$ cat config.mk
export PLATFORM = sky130hd
export DESIGN_NAME = cpd_data_path
export DESIGN_NICKNAME = d
export VERILOG_FILES = /design/src/common/cpd_pkg.sv /design/src/cpd_data_path.sv
export SDC_FILE = /design/constraint.sdc
export NUM_CORES = 1
export LEC_CHECK = 0
export ABC_CLOCK_PERIOD_IN_PS = 6200
export BUFFER_PORTS_ARGS = -buffer_cell sky130_fd_sc_hd__clkbuf_2
export CORE_UTILIZATION = 45
export DETAILED_ROUTE_END_ITERATION = 12
export GPL_TIMING_DRIVEN = 0
export PLACE_DENSITY = 0.6
export SLEW_MARGIN = 25
export SYNTH_ARGS = -nofsm -noshare
export SYNTH_HDL_FRONTEND = slang
export SYNTH_SLANG_ARGS = --single-unit
$ cat constraint.sdc
create_clock -name clock -period 6.2 [get_ports clock]
set_input_delay 1.55 -clock clock [delete_from_list [all_inputs] [get_ports clock]]
set_output_delay 1.55 -clock clock [all_outputs]
set_load 0.005 [all_outputs]
$ cat src/common/cpd_pkg.sv
// constants and types for the cable phy data path
package cpd_pkg;
    localparam int LANES = 8;
    localparam int PORTS = 2;
    localparam int FIFO_DEPTH = 16;
    localparam int CLK_MHZ = 125;
    // link power indicator thresholds, in ns
    localparam int LPS_SHORT_NS = 1200;
    localparam int LPS_LONG_NS = 25000;
    localparam int LPS_SHORT_CYC = (LPS_SHORT_NS * CLK_MHZ + 999) / 1000;
    localparam int LPS_LONG_CYC = (LPS_LONG_NS * CLK_MHZ + 999) / 1000;
    // wake signal frequency, in kHz
    localparam int WAKE_KHZ = 6114;
    localparam int WAKE_HALF_CYC = (CLK_MHZ * 1000) / (2 * WAKE_KHZ);
    localparam logic [1:0] DIV_RESET = 2'h0;
    localparam logic [7:0] DATA_RESET = 8'h00;
    localparam logic [11:0] CNT_RESET = 12'h000;
    typedef enum logic [1:0] {SPD_S100, SPD_S200, SPD_S400} cpd_speed_t;
    typedef enum logic [1:0] {LANE_2, LANE_4, LANE_8} cpd_lane_t;
    typedef enum logic [1:0] {LP_ACTIVE, LP_LOW, LP_DISABLED} cpd_lps_t;
endpackage

$ cat src/cpd_data_path.sv
// fifo and top of the cable phy data path
//
// Function
// - capture link transmit lanes on system clock
// - serialize and data-strobe encode at speed
// - receiving port: transmitters off, receivers on
// - decode, regroup to lanes, deliver to link
// - repeat received bits on other active ports
// - divide clock, drive lowest to link
// - powerdown stops all but cable-inactive, port-connected and resume-request flags
// - isolation low turns transitions into pulses
// - disabled/suspended/disconnected port fully off
// - line comparators give arbitration, common-mode speed
// - bias and connect detect drive connection state
// - link power low: reset on return after short low, disable interface after long low
// - link-on while disabled drives periodic wake
`timescale 1ns/1ps
module cpd_fifo #(
    parameter int WIDTH = 8,
    parameter int DEPTH = 16
) (
    // clocking
    input wire logic clock,
    input wire logic rst,
    input wire logic ce,
    input wire logic flush,
    // fill side
    input wire logic inValid,
    output logic inReady,
    input wire logic [WIDTH-1:0] inData,
    // drain side
    output logic outValid,
    input wire logic outReady,
    output logic [WIDTH-1:0] outData
);
    localparam int AW = $clog2(DEPTH);
    logic [WIDTH-1:0] mem [DEPTH];
    logic [AW-1:0] wrPtr_r;
    logic [AW-1:0] rdPtr_r;
    logic [AW:0] count_r;
    wire doWrite = inValid && inReady && ce;
    wire doRead = outValid && outReady && ce;
    assign inReady = (count_r != DEPTH[AW:0]);
    assign outValid = (count_r != '0);
    assign outData = mem[rdPtr_r];
    always_ff @(posedge clock) begin
        if (doWrite) begin
            mem[wrPtr_r] <= inData;
        end
    end
    always_ff @(posedge clock or posedge rst) begin
        if (rst) begin
            wrPtr_r <= '0;
            rdPtr_r <= '0;
            count_r <= '0;
        end else if (ce && flush) begin
            wrPtr_r <= '0;
            rdPtr_r <= '0;
            count_r <= '0;
        end else begin
            if (doWrite) begin
                wrPtr_r <= wrPtr_r + 1'b1;
            end
            if (doRead) begin
                rdPtr_r <= rdPtr_r + 1'b1;
            end
            count_r <= count_r + {{AW{1'b0}}, doWrite} - {{AW{1'b0}}, doRead};
        end
    end
endmodule

`timescale 1ns/1ps
module cpd_data_path
    import cpd_pkg::*;
(
    // clocking
    input wire logic clock,
    input wire logic rst,
    input wire logic ce,
    // device pins
    input wire logic powerDownPin,
    input wire logic isoSelect,
    output logic cableInactiveFlag,
    output logic pllRun,
    // link interface
    output logic linkClkOut,
    input wire cpd_lane_t laneMode,
    input wire cpd_speed_t linkSpeed,
    input wire logic linkTxValid,
    output logic linkTxReady,
    input wire logic [LANES-1:0] linkTxData,
    output logic linkRxValid,
    output logic [LANES-1:0] linkRxData,
    // link power and wake
    input wire logic linkPowerIndicator,
    input wire logic linkOnPacket,
    input wire logic busReset,
    output logic linkIfReset,
    output logic linkIfDisabled,
    input wire logic contenderWakeIn,
    output logic contenderWakeOut,
    output logic contenderWakeOe,
    output logic contenderStrap,
    // cable ports
    input wire logic [PORTS-1:0] portEnable,
    input wire logic [PORTS-1:0] portSuspend,
    input wire logic [PORTS-1:0] connectDetect,
    input wire logic [PORTS-1:0] biasDetect,
    input wire logic [PORTS-1:0] rxDataIn,
    input wire logic [PORTS-1:0] rxStrobeIn,
    input wire logic [PORTS-1:0] rxPacket,
    input wire logic [2*PORTS-1:0] lineState,
    input wire logic [2*PORTS-1:0] commonMode,
    output logic [PORTS-1:0] txDataOut,
    output logic [PORTS-1:0] txStrobeOut,
    output logic [PORTS-1:0] txEnable,
    output logic [PORTS-1:0] rxEnable,
    output logic [PORTS-1:0] biasEnable,
    output logic [PORTS-1:0] portConnected,
    output logic [PORTS-1:0] resumeRequest,
    output logic [2*PORTS-1:0] arbStatus,
    output cpd_speed_t nextSpeed
);
    // pin synchronisers
    localparam int SW = 7 * PORTS + 4 * PORTS + 4;
    logic [SW-1:0] sync1_r;
    logic [SW-1:0] sync2_r;
    wire [SW-1:0] pinsIn = {powerDownPin, isoSelect, linkPowerIndicator, contenderWakeIn,
        portEnable, portSuspend, connectDetect, biasDetect, rxDataIn, rxStrobeIn,
        rxPacket, lineState, commonMode};
    always_ff @(posedge clock or posedge rst) begin
        if (rst) begin
            sync1_r <= '0;
            sync2_r <= '0;
        end else if (ce) begin
            sync1_r <= pinsIn;
            sync2_r <= sync1_r;
        end
    end
    wire pdS, isoS, lpsS, wakeInS;
    wire [PORTS-1:0] enS, suspS, conS, biasS, rxDS, rxSS, rxPktS;
    wire [2*PORTS-1:0] lineS, cmS;
    assign {pdS, isoS, lpsS, wakeInS, enS, suspS, conS, biasS, rxDS, rxSS, rxPktS,
        lineS, cmS} = sync2_r;

    // cable-inactive logic keeps running through powerdown
    assign cableInactiveFlag = ~|biasS;
    assign pllRun = ~pdS;
    wire run = ce && !pdS;

    // strap caught once the synchroniser holds the pin level
    logic [1:0] strapCnt_r;
    always_ff @(posedge clock or posedge rst) begin
        if (rst) begin
            strapCnt_r <= 2'h0;
            contenderStrap <= 1'b0;
        end else if (ce && strapCnt_r != 2'h3) begin
            strapCnt_r <= strapCnt_r + 2'h1;
            if (strapCnt_r == 2'h2) begin
                contenderStrap <= wakeInS;
            end
        end
    end

    // clock divider and bit ticks
    logic [1:0] div_r;
    always_ff @(posedge clock or posedge rst) begin
        if (rst) begin
            div_r <= DIV_RESET;
        end else if (ce) begin
            div_r <= pdS ? DIV_RESET : div_r + 2'h1;
        end
    end
    assign linkClkOut = div_r[1];
    function automatic logic speedTick(cpd_speed_t s, logic [1:0] d);
        logic t;
        t = (s == SPD_S400) || (s == SPD_S200 && !d[0]) || (d == 2'h0);
        return t;
    endfunction
    wire [3:0] laneCnt = (laneMode == LANE_2) ? 4'h2 : (laneMode == LANE_4) ? 4'h4 : 4'h8;
    wire [LANES-1:0] laneMask = (laneMode == LANE_2) ? 8'h03 :
        (laneMode == LANE_4) ? 8'h0f : 8'hff;

    // port state, arbitration and speed
    wire [PORTS-1:0] portActive = enS & ~suspS & conS & {PORTS{!pdS}};
    wire [PORTS-1:0] rxing = rxPktS & portActive;
    wire repeating = |rxing;
    wire rxPort = rxing[1];
    assign portConnected = conS;
    assign resumeRequest = suspS & biasS & conS;
    always_ff @(posedge clock or posedge rst) begin
        if (rst) begin
            arbStatus <= '0;
            nextSpeed <= SPD_S100;
        end else if (run) begin
            arbStatus <= lineS & {{2{portActive[1]}}, {2{portActive[0]}}};
            if (!repeating && |portActive) begin
                nextSpeed <= cpd_speed_t'(portActive[1] ? cmS[3:2] : cmS[1:0]);
            end
        end
    end

    // transmit fifo and serializer
    logic fifoValid;
    logic [LANES-1:0] fifoData;
    logic [LANES-1:0] shift_r;
    logic [3:0] bitsLeft_r;
    wire serTick = speedTick(linkSpeed, div_r);
    wire serLoad = fifoValid && bitsLeft_r == 4'h0 && !repeating && |portActive;
    cpd_fifo #(.WIDTH(LANES), .DEPTH(FIFO_DEPTH)) txFifo (
        .clock(clock),
        .rst(rst),
        .ce(ce),
        .flush(pdS),
        .inValid(linkTxValid && !pdS),
        .inReady(linkTxReady),
        .inData(linkTxData & laneMask),
        .outValid(fifoValid),
        .outReady(serLoad && ce),
        .outData(fifoData)
    );
    always_ff @(posedge clock or posedge rst) begin
        if (rst) begin
            shift_r <= DATA_RESET;
            bitsLeft_r <= 4'h0;
        end else if (run) begin
            if (serLoad) begin
                shift_r <= fifoData;
                bitsLeft_r <= laneCnt;
            end else if (bitsLeft_r != 4'h0 && serTick) begin
                shift_r <= {1'b0, shift_r[LANES-1:1]};
                bitsLeft_r <= bitsLeft_r - 4'h1;
            end
        end else if (ce) begin
            bitsLeft_r <= 4'h0;
        end
    end
    wire serActive = bitsLeft_r != 4'h0;

    // per-port decode and encode
    logic [PORTS-1:0] rxBitValid;
    logic [PORTS-1:0] rxBit;
    logic [PORTS-1:0] prevXor_r;
    genvar p;
    generate
        for (p = 0; p < PORTS; p++) begin : gPort
            wire other = rxing[PORTS-1-p];
            wire rpt = other && portActive[p] && !rxing[p];
            wire txOn = portActive[p] && !rxing[p] && (rpt || (serActive && !repeating));
            wire bitGo = rpt ? rxBitValid[PORTS-1-p] : (serActive && serTick && !repeating);
            wire bitVal = rpt ? rxBit[PORTS-1-p] : shift_r[0];
            assign rxBitValid[p] = rxing[p] && ((rxDS[p] ^ rxSS[p]) != prevXor_r[p]);
            assign rxBit[p] = rxDS[p];
            assign rxEnable[p] = portActive[p] && !txEnable[p];
            assign biasEnable[p] = portActive[p];
            always_ff @(posedge clock or posedge rst) begin
                if (rst) begin
                    prevXor_r[p] <= 1'b0;
                    txDataOut[p] <= 1'b0;
                    txStrobeOut[p] <= 1'b0;
                    txEnable[p] <= 1'b0;
                end else if (ce) begin
                    prevXor_r[p] <= rxDS[p] ^ rxSS[p];
                    txEnable[p] <= txOn && !pdS;
                    if (!txOn || pdS) begin
                        txDataOut[p] <= 1'b0;
                        txStrobeOut[p] <= 1'b0;
                    end else if (bitGo) begin
                        txDataOut[p] <= bitVal;
                        txStrobeOut[p] <= txStrobeOut[p] ^ (bitVal == txDataOut[p]);
                    end
                end
            end
        end
    endgenerate

    // deserializer and isolation output
    logic [LANES-1:0] des_r;
    logic [3:0] desCnt_r;
    logic [LANES-1:0] word_r;
    logic [LANES-1:0] wordPrev_r;
    logic wordNew_r;
    wire desBit = rxBit[rxPort];
    wire desGo = rxBitValid[rxPort];
    wire [LANES-1:0] desNext = {desBit, des_r[LANES-1:1]};
    wire desDone = desGo && (desCnt_r + 4'h1 == laneCnt);
    wire [LANES-1:0] desWord = (desNext >> (4'h8 - laneCnt)) & laneMask;
    always_ff @(posedge clock or posedge rst) begin
        if (rst) begin
            des_r <= DATA_RESET;
            desCnt_r <= 4'h0;
            word_r <= DATA_RESET;
            wordPrev_r <= DATA_RESET;
            wordNew_r <= 1'b0;
            linkRxData <= DATA_RESET;
            linkRxValid <= 1'b0;
        end else if (ce) begin
            wordNew_r <= run && desDone;
            wordPrev_r <= word_r;
            linkRxValid <= wordNew_r && !linkIfDisabled;
            linkRxData <= isoS ? word_r : (word_r ^ wordPrev_r);
            if (!run || !repeating) begin
                desCnt_r <= 4'h0;
            end else if (desGo) begin
                des_r <= desNext;
                desCnt_r <= desDone ? 4'h0 : desCnt_r + 4'h1;
            end
            if (run && desDone) begin
                word_r <= desWord;
            end
        end
    end

    // link power supervision and wake
    cpd_lps_t lps_r;
    logic [11:0] lowCnt_r;
    logic [3:0] wakeCnt_r;
    logic wakeOn_r;
    logic wakeLvl_r;
    always_ff @(posedge clock or posedge rst) begin
        if (rst) begin
            lps_r <= LP_ACTIVE;
            lowCnt_r <= CNT_RESET;
            linkIfReset <= 1'b0;
        end else if (run) begin
            linkIfReset <= 1'b0;
            case (lps_r)
                LP_ACTIVE: begin
                    lowCnt_r <= CNT_RESET;
                    if (!lpsS) begin
                        lps_r <= LP_LOW;
                    end
                end
                LP_LOW: begin
                    lowCnt_r <= lowCnt_r + 12'h001;
                    if (lpsS) begin
                        lps_r <= LP_ACTIVE;
                        linkIfReset <= lowCnt_r >= LPS_SHORT_CYC[11:0];
                    end else if (lowCnt_r >= LPS_LONG_CYC[11:0]) begin
                        lps_r <= LP_DISABLED;
                    end
                end
                LP_DISABLED: begin
                    if (lpsS) begin
                        lps_r <= LP_ACTIVE;
                    end
                end
                default: begin
                    lps_r <= LP_ACTIVE;
                end
            endcase
        end
    end
    assign linkIfDisabled = (lps_r == LP_DISABLED);
    always_ff @(posedge clock or posedge rst) begin
        if (rst) begin
            wakeOn_r <= 1'b0;
            wakeCnt_r <= 4'h0;
            wakeLvl_r <= 1'b0;
        end else if (run) begin
            if (lpsS || busReset) begin
                wakeOn_r <= 1'b0;
            end else if (linkOnPacket && linkIfDisabled) begin
                wakeOn_r <= 1'b1;
            end
            if (!wakeOn_r || wakeCnt_r == 4'(WAKE_HALF_CYC - 1)) begin
                wakeCnt_r <= 4'h0;
                wakeLvl_r <= wakeOn_r && !wakeLvl_r;
            end else begin
                wakeCnt_r <= wakeCnt_r + 4'h1;
            end
        end
    end
    assign contenderWakeOut = wakeLvl_r;
    assign contenderWakeOe = wakeOn_r;
endmodule

==> flow_metrics.env <==
export IMPL_die_area_um2=28000
export IMPL_core_um2=26900
export IMPL_synth_seq_cells=282
export IMPL_fin_ws_ns=2.55
export IMPL_layout_common_cells="dfrtp_1, edfxtp_1, clkbuf_2, mux2_2, nand2_1"
export IMPL_routed_wl_mm=26.0
export IMPL_max_stage_delay_ns=0.45
export IMPL_crit_slowest_cell="or3b_2"
export IMPL_hold_violations=0
export IMPL_swShare_pct=27.6
export IMPL_clockRootBuffer="clkbuf_16"
export IMPL_tritoncts="done"
export IMPL_synth_edf_count=128
export IMPL_grt_pass1_vias=7433
export IMPL_finalSetupTns_ns=0
export IMPL_fin_skew_ns=0.0110
export IMPL_portBuffers=80
export IMPL_dieHeight_um=167
export IMPL_maxCapViolCount=0
export IMPL_num_rows=60
export IMPL_syn_num_nets=953
export IMPL_status="finished, final reports clean"
export IMPL_clock_fmax_mhz=274
export IMPL_postCtsSetupBuffers=0
export IMPL_cts_reportedPaths_clkPinSlew_ns=0.06
export IMPL_cp_end_kind="register"
export IMPL_p_int_mw=3.57
export IMPL_p_per_area_nw_per_um2=348
export IMPL_rsz0062_at_grt="no"
export IMPL_final_nets=1068
export IMPL_synthCells=886
export IMPL_synth_flop_cell="dfrtp_1"
export IMPL_yosysWarnings=0
export IMPL_setup_viol=0
export IMPL_ys_async_sr_fraction_pct=54.6
export IMPL_area_growth_pct=15.0
export IMPL_grt_max_degree=76
export IMPL_dp_hpwl_mm=18.0
export IMPL_die_w_um=167
export IMPL_clkSinkCount=282
export IMPL_final_common_cell="dfrtp_1"
export IMPL_cp_arrival_ns=4.07
export IMPL_yosysSeqAreaShare_pct=62.5
export IMPL_cp_max_fo=10
export IMPL_antenna_cells=0
export IMPL_finalCritPeriodShare_pct=58.8
export IMPL_power_switching_mw=1.36
export IMPL_cts_resized=0
export IMPL_first_pass_iters=5
export IMPL_io_pins=82
export IMPL_initial_core_util_pct=45.8
export IMPL_drtIter0Drc=514
export IMPL_path_buf_inv=6
export IMPL_ir_worst_vdd_uv=217
export IMPL_tightest_slew_ns=0.852
export IMPL_cp_required_ns=6.62
export IMPL_place_ws_ns=2.16
export IMPL_cts_buffers_inserted=31
export IMPL_p_leak_nw=5.64
export IMPL_slew_violations=0
export IMPL_critPathKind="register to register"
export IMPL_clkPwrFrac_pct=34.8
export IMPL_htree_levels=1
export IMPL_antenna_left=0
export IMPL_postCtsHoldBufs=0
export IMPL_holdWs_ns=0.469
export IMPL_overflow=0
export IMPL_antenna_found_initial=0
export IMPL_syn_avg_cell_area_um2=13.9
export IMPL_grt_pass1_wl_mm=42.0
export IMPL_drc=0
export IMPL_yosysUniqueCellTypes=71
export IMPL_cpLargestDelayFamily="simple AND/OR/NAND/NOR gates"
export IMPL_clockBufferDepth=3
export IMPL_wl_per_cell_um=19.0
export IMPL_critPathLaunchType="register"
export IMPL_viasPerCell=5.39
export IMPL_insertion_delay_ns=0.57
export IMPL_drive_gt1_share_pct=25.0
export IMPL_syn_area_um2=12300
export IMPL_gp_congestion=0.790
export IMPL_grt_use_total_pct=19.3
export IMPL_p_comb_share_pct=19.3
export IMPL_crit_chain="inv_1, ha_1, or3b_2, clkbuf_1, nor2_1, o2111a_1, buf_4, and2_2, ha_1, inv_1, ha_1, inv_1, fa_1, inv_1, a21oi_1, nor2_1, nor2_1, xnor2_1, nor2_1"
export IMPL_power_frac_seq_pct=45.8
export IMPL_hold_path_class="register to register"
export IMPL_vias=7356
export IMPL_finalCriticalPeriod_ns=3.65
export IMPL_max_slew_margin_rel_pct=42.4
through the flow:
stage | power, mW | cell area [µm²] | std cells | utilization (%)
final | 4.93 | 14200 | 1365 | 52.7
after global routing | 5.19 | 14200 | 1365 | 52.7
after CTS | 4.99 | 14200 | 1365 | 52.7
after detailed placement | 3.26 | 13200 | 1309 | 49.2
after global placement | 3.23 | 13100 | 1307 | 48.9
after floorplan | 2.96 | 12300 | 886 | -
layer usage:
metal / vias up / wire length, µm / global-route usage, %
li1: 3479 / - / -
met1: 3683 / 12300 / 28.1
met2: 161 / 12100 / 30.9
met3: 33 / 1030 / 2.29
met4: 0 / 514 / 4.99
met5: - / 0 / 0
final cells by class:
type                       count  area, µm²
multi-input combinational    532       4300
fill                        2269      12700
inverter                      29        116
clock buffer                  47        866
tap                          341        427
clock inverter                 9       83.8
sequential                   282       7700
timing repair buffer          82        455
buffer                        43        213
path summary, 6_finish.rpt:
| path | start | cells after the start | endpoint | slack, ns |
|---|---|---|---|---|
| max in group asynchronous | rst | 4 | lowCnt_r[0]$_DFFE_PP0P_ | 4.37 |
| min | arbStatus[1]$_DFFE_PP0P_ | 2 | arbStatus[1]$_DFFE_PP0P_ | 0.47 |
| min in group asynchronous | rst | 2 | sync1_r[15]$_DFFE_PP0P_ | 0.92 |
| max | bitsLeft_r[0]$_DFFE_PP0P_ | 19 | txFifo.count_r[4]$_DFF_PP0_ | 2.55 |
| min reg2reg | arbStatus[1]$_DFFE_PP0P_ | 2 | arbStatus[1]$_DFFE_PP0P_ | 0.47 |
| max reg2reg | bitsLeft_r[0]$_DFFE_PP0P_ | 19 | txFifo.count_r[4]$_DFF_PP0_ | 2.55 |
worst register-to-register path, delay by kind of cell (launching register included):
family,cells,cell delay (ns)
compound gates,2,0.29
simple gates,6,1.03
fa+ha+maj,4,1.01
xor+xnor,1,0.15
buf+inv,6,0.63
flops,1,0.40
power groups by stage:
stage	combinational [mW]	clock [mW]	sequential, mW
detailed placement	0.963	0	2.29
CTS	0.968	1.76	2.26
finish	0.954	1.72	2.26
floorplan	0.705	0	2.26
global route	1.08	1.83	2.28
global placement	0.941	0	2.29
state kept, by name, summed over array words and instances, names as in the netlist, 4 cells and up:
name and cells:
linkRxData 8, txFifo.wrPtr_r 4, desCnt_r 4, word_r 8, txFifo.mem 128, arbStatus 4, wordPrev_r 8, des_r 7
txFifo.count_r 5, bitsLeft_r 4, sync1_r 26, shift_r 8, lowCnt_r 12, wakeCnt_r 4, txFifo.rdPtr_r 4, sync2_r 26
synth_stat cells (3+ instances only):
cell | n | area (µm²)
a32o_1 | 4 | 40.0
inv_1 | 27 | 101
and3_1 | 5 | 31.3
nand2_1 | 68 | 255
edfxtp_1 | 128 | 3840
nor2b_1 | 23 | 144
a22oi_1 | 9 | 67.6
or3_1 | 5 | 31.3
nor3_1 | 6 | 30.0
and2_1 | 20 | 125
nand4_1 | 9 | 56.3
xnor2_1 | 19 | 166
buf_6 | 3 | 33.8
a211oi_1 | 8 | 60.1
o21ai_0 | 45 | 225
a21o_1 | 4 | 30.0
nor4_1 | 3 | 18.8
buf_2 | 5 | 25.0
a22o_1 | 3 | 26.3
nor3b_1 | 4 | 30.0
a21oi_1 | 31 | 155
o21ai_1 | 4 | 20.0
nor2_1 | 48 | 180
mux4_2 | 33 | 743
nand3_1 | 17 | 85.1
nand2b_1 | 4 | 25.0
buf_1 | 4 | 15.0
buf_4 | 6 | 45.0
clkbuf_1 | 25 | 93.8
ha_1 | 22 | 275
mux2i_1 | 13 | 130
o31ai_1 | 5 | 37.5
dfrtp_1 | 154 | 3850
xor2_1 | 11 | 96.3
mux2_2 | 70 | 788
cell families after synthesis:
family	Yosys count	share of synthesized area, %
mux	116	13.5
xor+xnor	32	2.51
buf+inv	72	2.61
flops	282	62.5
simple gates	226	9.47
fa+ha+maj	23	2.40
compound gates	135	7.03
No activity file was read; power rests on OpenSTA's default activity.
